`config.mk`:
```
export PLATFORM = sky130hd
export DESIGN_NAME = csrlm_top
export DESIGN_NICKNAME = d
export VERILOG_FILES = /design/src/inc/csrlm_pkg.sv /design/src/hdl/csrlm_sync2.sv /design/src/hdl/csrlm_top.sv
export SDC_FILE = /design/constraint.sdc
export NUM_CORES = 1
export LEC_CHECK = 0
export ABC_AREA = 1
export BUFFER_PORTS_ARGS = -buffer_cell sky130_fd_sc_hd__buf_2
export CORE_AREA = 2 2 90 70
export DETAILED_ROUTE_END_ITERATION = 10
export DIE_AREA = 0 0 92 72
export GPL_ROUTABILITY_DRIVEN = 0
export SYNTH_ARGS = -nofsm -noshare
export SYNTH_HDL_FRONTEND = slang
export SYNTH_SLANG_ARGS = --single-unit
```
`constraint.sdc`:
```
create_clock -name REF_CLK_IN -period 0.9 [get_ports REF_CLK_IN]
set_input_delay 0.09 -clock REF_CLK_IN [delete_from_list [all_inputs] [get_ports REF_CLK_IN]]
set_output_delay 0.09 -clock REF_CLK_IN [all_outputs]
set_load 0.03 [all_outputs]
```
`src/inc/csrlm_pkg.sv`:
```
// package: register map, field positions, reset values and carrier types for the comparator latch block
package csrlm_pkg;

  // ------------------------------------------------------------
  // register byte addresses on apb
  // ------------------------------------------------------------
  localparam logic [11:0] GATE_CTRL_ADDR  = 12'h000;
  localparam logic [11:0] LATCH_CTRL_ADDR = 12'h004;

  // ------------------------------------------------------------
  // comparator_two_gate_control fields
  // ------------------------------------------------------------
  localparam int MIRROR_FIRST_POS   = 7;
  localparam int MIRROR_SECOND_POS  = 6;
  localparam int GATE_SRC_SEL_POS   = 1;
  localparam int SYNC_EN_POS        = 0;
  localparam logic GATE_SRC_SEL_RST = 1'b1;
  localparam logic SYNC_EN_RST      = 1'b0;

  // ------------------------------------------------------------
  // set_reset_latch_control fields
  // ------------------------------------------------------------
  localparam int CFG_HI_POS         = 7;
  localparam int CFG_LO_POS         = 6;
  localparam int SET_EN_POS         = 5;
  localparam int RESET_EN_POS       = 4;
  localparam int SET_PULSE_POS      = 3;
  localparam int RESET_PULSE_POS    = 2;
  localparam logic [1:0] CFG_RST    = 2'h0;
  localparam logic LATCH_RST        = 1'b0;

  // ------------------------------------------------------------
  // carrier types
  // ------------------------------------------------------------
  typedef struct packed {
    logic first_result;
    logic second_result;
  } csrlm_results_type;

  typedef struct packed {
    logic first_pin;
    logic second_pin;
  } csrlm_pins_type;

endpackage

```
`src/hdl/csrlm_sync2.sv`:
```
// two-flop synchroniser for one level from outside the clock domain
module csrlm_sync2 (
  input  wire logic clk_in,
  input  wire logic rst_b_in,
  input  wire logic d_in,
  output logic      q_out
);

  logic stage1_ff;

  always_ff @(posedge clk_in or negedge rst_b_in) begin
    if (!rst_b_in) begin
      stage1_ff <= 1'b0;
      q_out     <= 1'b0;
    end else begin
      stage1_ff <= d_in;
      q_out     <= stage1_ff;
    end
  end

endmodule // csrlm_sync2

```
`src/hdl/csrlm_top.sv`:
```
// comparator set-reset latch, output multiplexers, result mirrors and timer gate select
// ------------------------------------------------------------
// ------------------------------------------------------------
//
// Added by the designer: the placing of the registers and register access over APB.
module csrlm_top (
  input  wire logic        REF_CLK_IN,
  input  wire logic        RST_B_IN,
  // apb slave
  input  wire logic        PSEL_IN,
  input  wire logic        PENABLE_IN,
  input  wire logic        PWRITE_IN,
  input  wire logic [11:0] PADDR_IN,
  input  wire logic [31:0] PWDATA_IN,
  input  wire logic [3:0]  PSTRB_IN,
  output logic      [31:0] PRDATA_OUT,
  output logic             PREADY_OUT,
  output logic             PSLVERR_OUT,
  // comparator results and timer side
  input  wire logic        FIRST_COMPARATOR_RESULT_IN,
  input  wire logic        SECOND_COMPARATOR_RESULT_IN,
  input  wire logic        TIMER_PRESCALED_CLK_IN,
  input  wire logic        EXTERNAL_GATE_PIN_IN,
  // toward timer and port logic
  output logic             TIMER_GATE_OUT,
  output logic             SYNCED_SECOND_RESULT_OUT,
  output logic             FIRST_PIN_OUT,
  output logic             SECOND_PIN_OUT,
  output logic             LATCH_Q_OUT,
  output logic             FIRST_COMPARATOR_STATUS_OUT,
  output logic             SECOND_COMPARATOR_STATUS_OUT
);

  // ------------------------------------------------------------
  // input synchronisation
  // ------------------------------------------------------------
  csrlm_pkg::csrlm_results_type res_sync;
  logic                         tclk_sync;
  logic                         gate_pin_sync;

  csrlm_sync2 u_sync_first (
    .clk_in   (REF_CLK_IN),
    .rst_b_in (RST_B_IN),
    .d_in     (FIRST_COMPARATOR_RESULT_IN),
    .q_out    (res_sync.first_result)
  );

  csrlm_sync2 u_sync_second (
    .clk_in   (REF_CLK_IN),
    .rst_b_in (RST_B_IN),
    .d_in     (SECOND_COMPARATOR_RESULT_IN),
    .q_out    (res_sync.second_result)
  );

  csrlm_sync2 u_sync_tclk (
    .clk_in   (REF_CLK_IN),
    .rst_b_in (RST_B_IN),
    .d_in     (TIMER_PRESCALED_CLK_IN),
    .q_out    (tclk_sync)
  );

  csrlm_sync2 u_sync_gate (
    .clk_in   (REF_CLK_IN),
    .rst_b_in (RST_B_IN),
    .d_in     (EXTERNAL_GATE_PIN_IN),
    .q_out    (gate_pin_sync)
  );

  // ------------------------------------------------------------
  // register state
  // ------------------------------------------------------------
  logic       gate_source_select_ff;
  logic       second_result_sync_enable_ff;
  logic [1:0] latch_output_config_ff;
  logic       first_result_set_enable_ff;
  logic       second_result_reset_enable_ff;
  logic       set_pulse_trigger_ff;
  logic       reset_pulse_trigger_ff;
  logic       latch_q_ff;
  logic       tclk_prev_ff;
  logic       synced_second_ff;

  logic wr_access;
  logic rd_access;
  logic hit_gate;
  logic hit_latch;
  logic lane0_wr;

  assign wr_access = PSEL_IN & PENABLE_IN & PWRITE_IN;
  assign rd_access = PSEL_IN & ~PWRITE_IN;
  assign hit_gate  = (PADDR_IN == csrlm_pkg::GATE_CTRL_ADDR);
  assign hit_latch = (PADDR_IN == csrlm_pkg::LATCH_CTRL_ADDR);
  assign lane0_wr  = wr_access & PSTRB_IN[0];

  // zero wait state slave; unmapped addresses flag an error
  assign PREADY_OUT  = 1'b1;
  assign PSLVERR_OUT = PSEL_IN & PENABLE_IN & ~(hit_gate | hit_latch);

  // ------------------------------------------------------------
  // gate control register
  // ------------------------------------------------------------
  always_ff @(posedge REF_CLK_IN or negedge RST_B_IN) begin
    if (!RST_B_IN) begin
      gate_source_select_ff        <= csrlm_pkg::GATE_SRC_SEL_RST;
      second_result_sync_enable_ff <= csrlm_pkg::SYNC_EN_RST;
    end else if (lane0_wr && hit_gate) begin
      // bits 5-2 have no storage, so writes there vanish
      gate_source_select_ff        <= PWDATA_IN[csrlm_pkg::GATE_SRC_SEL_POS];
      second_result_sync_enable_ff <= PWDATA_IN[csrlm_pkg::SYNC_EN_POS];
    end
  end

  // ------------------------------------------------------------
  // latch control register
  // ------------------------------------------------------------
  always_ff @(posedge REF_CLK_IN or negedge RST_B_IN) begin
    if (!RST_B_IN) begin
      latch_output_config_ff        <= csrlm_pkg::CFG_RST;
      first_result_set_enable_ff    <= 1'b0;
      second_result_reset_enable_ff <= 1'b0;
    end else if (lane0_wr && hit_latch) begin
      latch_output_config_ff        <= {PWDATA_IN[csrlm_pkg::CFG_HI_POS], PWDATA_IN[csrlm_pkg::CFG_LO_POS]};
      first_result_set_enable_ff    <= PWDATA_IN[csrlm_pkg::SET_EN_POS];
      second_result_reset_enable_ff <= PWDATA_IN[csrlm_pkg::RESET_EN_POS];
    end
  end

  // pulse bits: a one fires for exactly one cycle, then hardware clears; zero writes do nothing
  always_ff @(posedge REF_CLK_IN or negedge RST_B_IN) begin
    if (!RST_B_IN) begin
      set_pulse_trigger_ff   <= 1'b0;
      reset_pulse_trigger_ff <= 1'b0;
    end else begin
      set_pulse_trigger_ff   <= lane0_wr & hit_latch & PWDATA_IN[csrlm_pkg::SET_PULSE_POS];
      reset_pulse_trigger_ff <= lane0_wr & hit_latch & PWDATA_IN[csrlm_pkg::RESET_PULSE_POS];
    end
  end

  // ------------------------------------------------------------
  // set-reset latch
  // ------------------------------------------------------------
  logic latch_set;
  logic latch_reset;

  // inputs are active high; the latch ignores the timer clock entirely
  assign latch_set   = (res_sync.first_result & first_result_set_enable_ff) | set_pulse_trigger_ff;
  assign latch_reset = (res_sync.second_result & second_result_reset_enable_ff) | reset_pulse_trigger_ff;

  // a true clockless latch cannot live in this flow; state settles one ref cycle after its input
  always_ff @(posedge REF_CLK_IN or negedge RST_B_IN) begin
    if (!RST_B_IN) begin
      latch_q_ff <= csrlm_pkg::LATCH_RST;
    end else if (latch_reset) begin
      latch_q_ff <= 1'b0;
    end else if (latch_set) begin
      latch_q_ff <= 1'b1;
    end
  end

  // ------------------------------------------------------------
  // second result synchronised to falling timer clock
  // ------------------------------------------------------------
  always_ff @(posedge REF_CLK_IN or negedge RST_B_IN) begin
    if (!RST_B_IN) begin
      tclk_prev_ff     <= 1'b0;
      synced_second_ff <= 1'b0;
    end else begin
      tclk_prev_ff <= tclk_sync;
      // prescaled clock falling edge, so the timer count on its rising edge sees a settled value
      if (tclk_prev_ff && !tclk_sync) begin
        synced_second_ff <= res_sync.second_result;
      end
    end
  end

  logic synced_second;
  assign synced_second = second_result_sync_enable_ff ? synced_second_ff : res_sync.second_result;

  // ------------------------------------------------------------
  // output multiplexers and outputs
  // ------------------------------------------------------------
  csrlm_pkg::csrlm_pins_type pins;

  always_comb begin
    // selection does not look at any comparator enable
    pins.first_pin  = latch_output_config_ff[0] ? latch_q_ff : res_sync.first_result;
    pins.second_pin = latch_output_config_ff[1] ? ~latch_q_ff : res_sync.second_result;
  end

  always_ff @(posedge REF_CLK_IN or negedge RST_B_IN) begin
    if (!RST_B_IN) begin
      FIRST_PIN_OUT                <= 1'b0;
      SECOND_PIN_OUT               <= 1'b0;
      LATCH_Q_OUT                  <= 1'b0;
      TIMER_GATE_OUT               <= 1'b0;
      SYNCED_SECOND_RESULT_OUT     <= 1'b0;
      FIRST_COMPARATOR_STATUS_OUT  <= 1'b0;
      SECOND_COMPARATOR_STATUS_OUT <= 1'b0;
    end else begin
      // pin enables and direction belong to the port logic outside
      FIRST_PIN_OUT                <= pins.first_pin;
      SECOND_PIN_OUT               <= pins.second_pin;
      LATCH_Q_OUT                  <= latch_q_ff;
      TIMER_GATE_OUT               <= gate_source_select_ff ? gate_pin_sync : synced_second;
      SYNCED_SECOND_RESULT_OUT     <= synced_second;
      FIRST_COMPARATOR_STATUS_OUT  <= res_sync.first_result;
      SECOND_COMPARATOR_STATUS_OUT <= res_sync.second_result;
    end
  end

  // ------------------------------------------------------------
  // read data
  // ------------------------------------------------------------
  logic [31:0] nxt_rdata;

  always_comb begin
    nxt_rdata = 32'h0000_0000;
    if (hit_gate) begin
      nxt_rdata[csrlm_pkg::MIRROR_FIRST_POS]  = res_sync.first_result;
      nxt_rdata[csrlm_pkg::MIRROR_SECOND_POS] = res_sync.second_result;
      nxt_rdata[csrlm_pkg::GATE_SRC_SEL_POS]  = gate_source_select_ff;
      nxt_rdata[csrlm_pkg::SYNC_EN_POS]       = second_result_sync_enable_ff;
    end else if (hit_latch) begin
      nxt_rdata[csrlm_pkg::CFG_HI_POS]        = latch_output_config_ff[1];
      nxt_rdata[csrlm_pkg::CFG_LO_POS]        = latch_output_config_ff[0];
      nxt_rdata[csrlm_pkg::SET_EN_POS]        = first_result_set_enable_ff;
      nxt_rdata[csrlm_pkg::RESET_EN_POS]      = second_result_reset_enable_ff;
    end
  end

  // data captured in setup phase; reads have no side effect on comparator state
  always_ff @(posedge REF_CLK_IN or negedge RST_B_IN) begin
    if (!RST_B_IN) begin
      PRDATA_OUT <= 32'h0000_0000;
    end else if (rd_access && !PENABLE_IN) begin
      PRDATA_OUT <= nxt_rdata;
    end
  end

endmodule // csrlm_top

```
==> impl_metrics.toml <==
[yosys]
ys_ff_latch = 32
synth.area.mux_share = 0.007765
synth_xor_area_frac = 0
yosysMostFrequentCell = "dfrtp_1"
synthCells = 148
avgSynthCellArea_sq_um = 9.798
synth-simple-area-share = 0.2286
synth.distinct_cells = 21
ys_seq_area_frac = 0.5531
synth_area_sq_um = 1450
synthAdderAreaFrac = 0
synthArstFlopShare = 1.000
synth_compound_area_frac = 0.03451
yosys-top-cells-area = "dfrtp_1 53%, buf_4 14%, nand2_1 7.8%, nand3_1 4.5%, inv_1 3.1%"
ys.flop_type = "dfrtp_1"
synthTopCellsByCount = "31 x dfrtp_1, 30 x nand2_1, 27 x buf_4, 13 x nand3_1, 12 x inv_1"
yosys.area.top_type = "dfrtp_1"
yosys.area.top_type_share = 0.5349
yosysWarningCount = 0
synth-edff-count = 0
synth_top_family_by_area = "simple AND/OR/NAND/NOR gates"

[timing]
holdWs_ns = 0.01550
rsz0062_at_grt = "true"
period_minus_slack_ns = 0.9417
finalSetupViolCount = 5
slew_viol_final = 0
hold_viol = 0
finalWorstSetupSlack_ns = -0.04166
fin_setup_tns_ns = -0.08219
final.period_utilization = 1.046
max_freq_mhz = 1062
finClkSkew_ns = 0.005641

[detailed_routing]
wl_per_cell_um = 10.34
drc_errors = 0
drt-initial-drc-count = 25
first_pass_iters = 4
vias = 1096
avgViaCountPerCell = 3.605
wirelength_um = 3143
ant_nets = 0

[cells_and_area]
final_cells = 304
fin_area_sq_um = 2211
syn_to_final_growth_pct = 52.46
drive_above_1_share = 0.4336
fillers = 564
largestRegisters = "PRDATA_OUT: 6 flops, latch_output_config_ff: 2 flops"
fin_nets = 282
register_area_sq_um = 802.0
top_register = "PRDATA_OUT"
multi_input_area_sq_um = 583.1
largest_reg_flops = 6
diodes = 0

[power_and_ir_drop]
total_power_mw = 3.104
p_per_area_nw_per_um2 = 1404
power_leakage_nw = 1.166
vdd_drop_max_uv = 855.6

[worst_setup_path]
critPathKind = "reg2reg"
cp.required_ns = 1.06
worstPathArrival_ns = 1.10
critical_path_buf_inv_count = 0
cp-start-kind = "flop"
crit_chain = "mux2_4"
crit_family = "flip-flops"
critPathMaxFanout = 2
max_stage_delay_ns = 0.54
end_kind = "flop"
crit_slowest_cell = "dfstp_2"

[clock_tree]
clock_latency_ns = 0.27
clockRootBuffer = "clkbuf_8"
cts_buffers = 5
cts.sinks = 32
clk_path_buf_depth = 2
cts_tree = "yes"
clk_pin_slew_ns = 0.07
htreeDepth = 2

[placed_design]
io_buffers = 43
hpwlAfterDp_um = 2350
post-place-cells = 282
placed_cell_area_sq_um = 1794

[floorplanning]
die_y_um = 72
die_x_um = 92
core_area_sq_um = 5705
die_area_sq_um = 6624
io_pins = 98
rows = 24
initial_utilization = 0.2542

[global_routing]
gr-total-overflow = 0
grt_max_degree = 21
grt_pass1_wl_um = 4733
first_global_vias = 1015
antenna_found_initial = 1
grtUsageTotal = 0.09476

[run]
max_cap_viol_count = 0

[min_path]
worstHoldPathType = "in2reg"

[status]
violations = "setup timing"
status = "finished, violations left"
==> cells in the final DEF, fill, tap and decap left out <==
cell type,count
nor2_2,2
nand2_1,29
nor2_1,4
dfstp_2,1
a221oi_4,1
dfrtp_1,31
nand4_2,1
nor2_4,7
a21oi_2,1
buf_2,22
o21ai_1,2
dlygate4sd3_1,5
clkbuf_1,2
conb_1,27
mux2_4,1
nand3_1,12
nand3_2,1
o21ai_2,1
a31oi_1,1
nand2_4,1
buf_12,1
buf_6,22
clkbuf_8,6
inv_1,12
buf_4,22
and2_4,1
nand2_2,4
o21ai_0,1
nor3_4,3
a21oi_1,2
==> what timing repair did <==
action | CTS | global route
pin swaps | 6 | 18
hold buffers | 5 | 0
setup buffers | 6 | 3
endpoints found under the setup margin | 13 | 20
gates resized for setup | 26 | 32
endpoints found under the hold margin | 36 | 0
==> metrics by stage <==
stage | utilization | setup slack [ns]
6_report | 0.3875 | -0.04166
5_1_grt | 0.3875 | -0.06921
4_1_cts | 0.3623 | -0.08776
3_5_place_dp | 0.3145 | -0.2125
3_3_place_gp | 0.3145 | -0.2057
2_1_floorplan | - | -0.03408
==> final timing paths <==
| kind | start | endpoint | slack, ns | cells past startpoint |
|---|---|---|---|---|
| max in group asynchronous | RST_B_IN | synced_second_ff | 0.26 | 3 |
| hold reg to reg | u_sync_tclk.stage1_ff | u_sync_tclk.q_out | 0.35 | 0 |
| setup reg to reg | gate_source_select_ff | TIMER_GATE_OUT | -0.04 | 1 |
| min in group asynchronous | RST_B_IN | PRDATA_OUT[7] | 0.24 | 2 |
| setup / recovery | gate_source_select_ff | TIMER_GATE_OUT | -0.04 | 1 |
| hold / removal | PWDATA_IN[3] | set_pulse_trigger_ff | 0.02 | 3 |
==> cell families (layout without fill, tap and decap cells) <==
kind of cell           after synthesis  after routing
and+or+nand+nor                     65             65
AOI/OAI and AO/OA                    9              9
muxes                                1              1
other                                2             27
buffers and inverters               39             92
DFF                                 32             32
==> layout make-up <==
| cell class | count | area share |
|---|---|---|
| multi-input combinational | 102 | 0.2637 |
| sequential | 32 | 0.3628 |
| inverter | 12 | 0.02037 |
| clock buffer | 8 | 0.04075 |
| timing repair buffer | 72 | 0.2683 |
| tap | 78 | 0.04414 |
==> power by group <==
part | switching (mW) | internal [mW] | leakage [nW]
logic | 0.320 | 0.186 | 0.714
clock network | 0.476 | 0.623 | 0.0455
registers | 0.0193 | 1.48 | 0.406
total | 0.815 | 2.29 | 1.17
==> metal layers <==
metal	part of all wire	track usage	vias up	wire length, um
met3	0.068	0.04569	2	214
met4	0.0038	0.02488	0	12
met5	0	0	-	0
met2	0.47	0.1511	31	1474
li1	-	-	569	-
met1	0.46	0.1164	494	1442
Power figures use the tool's default switching activity.
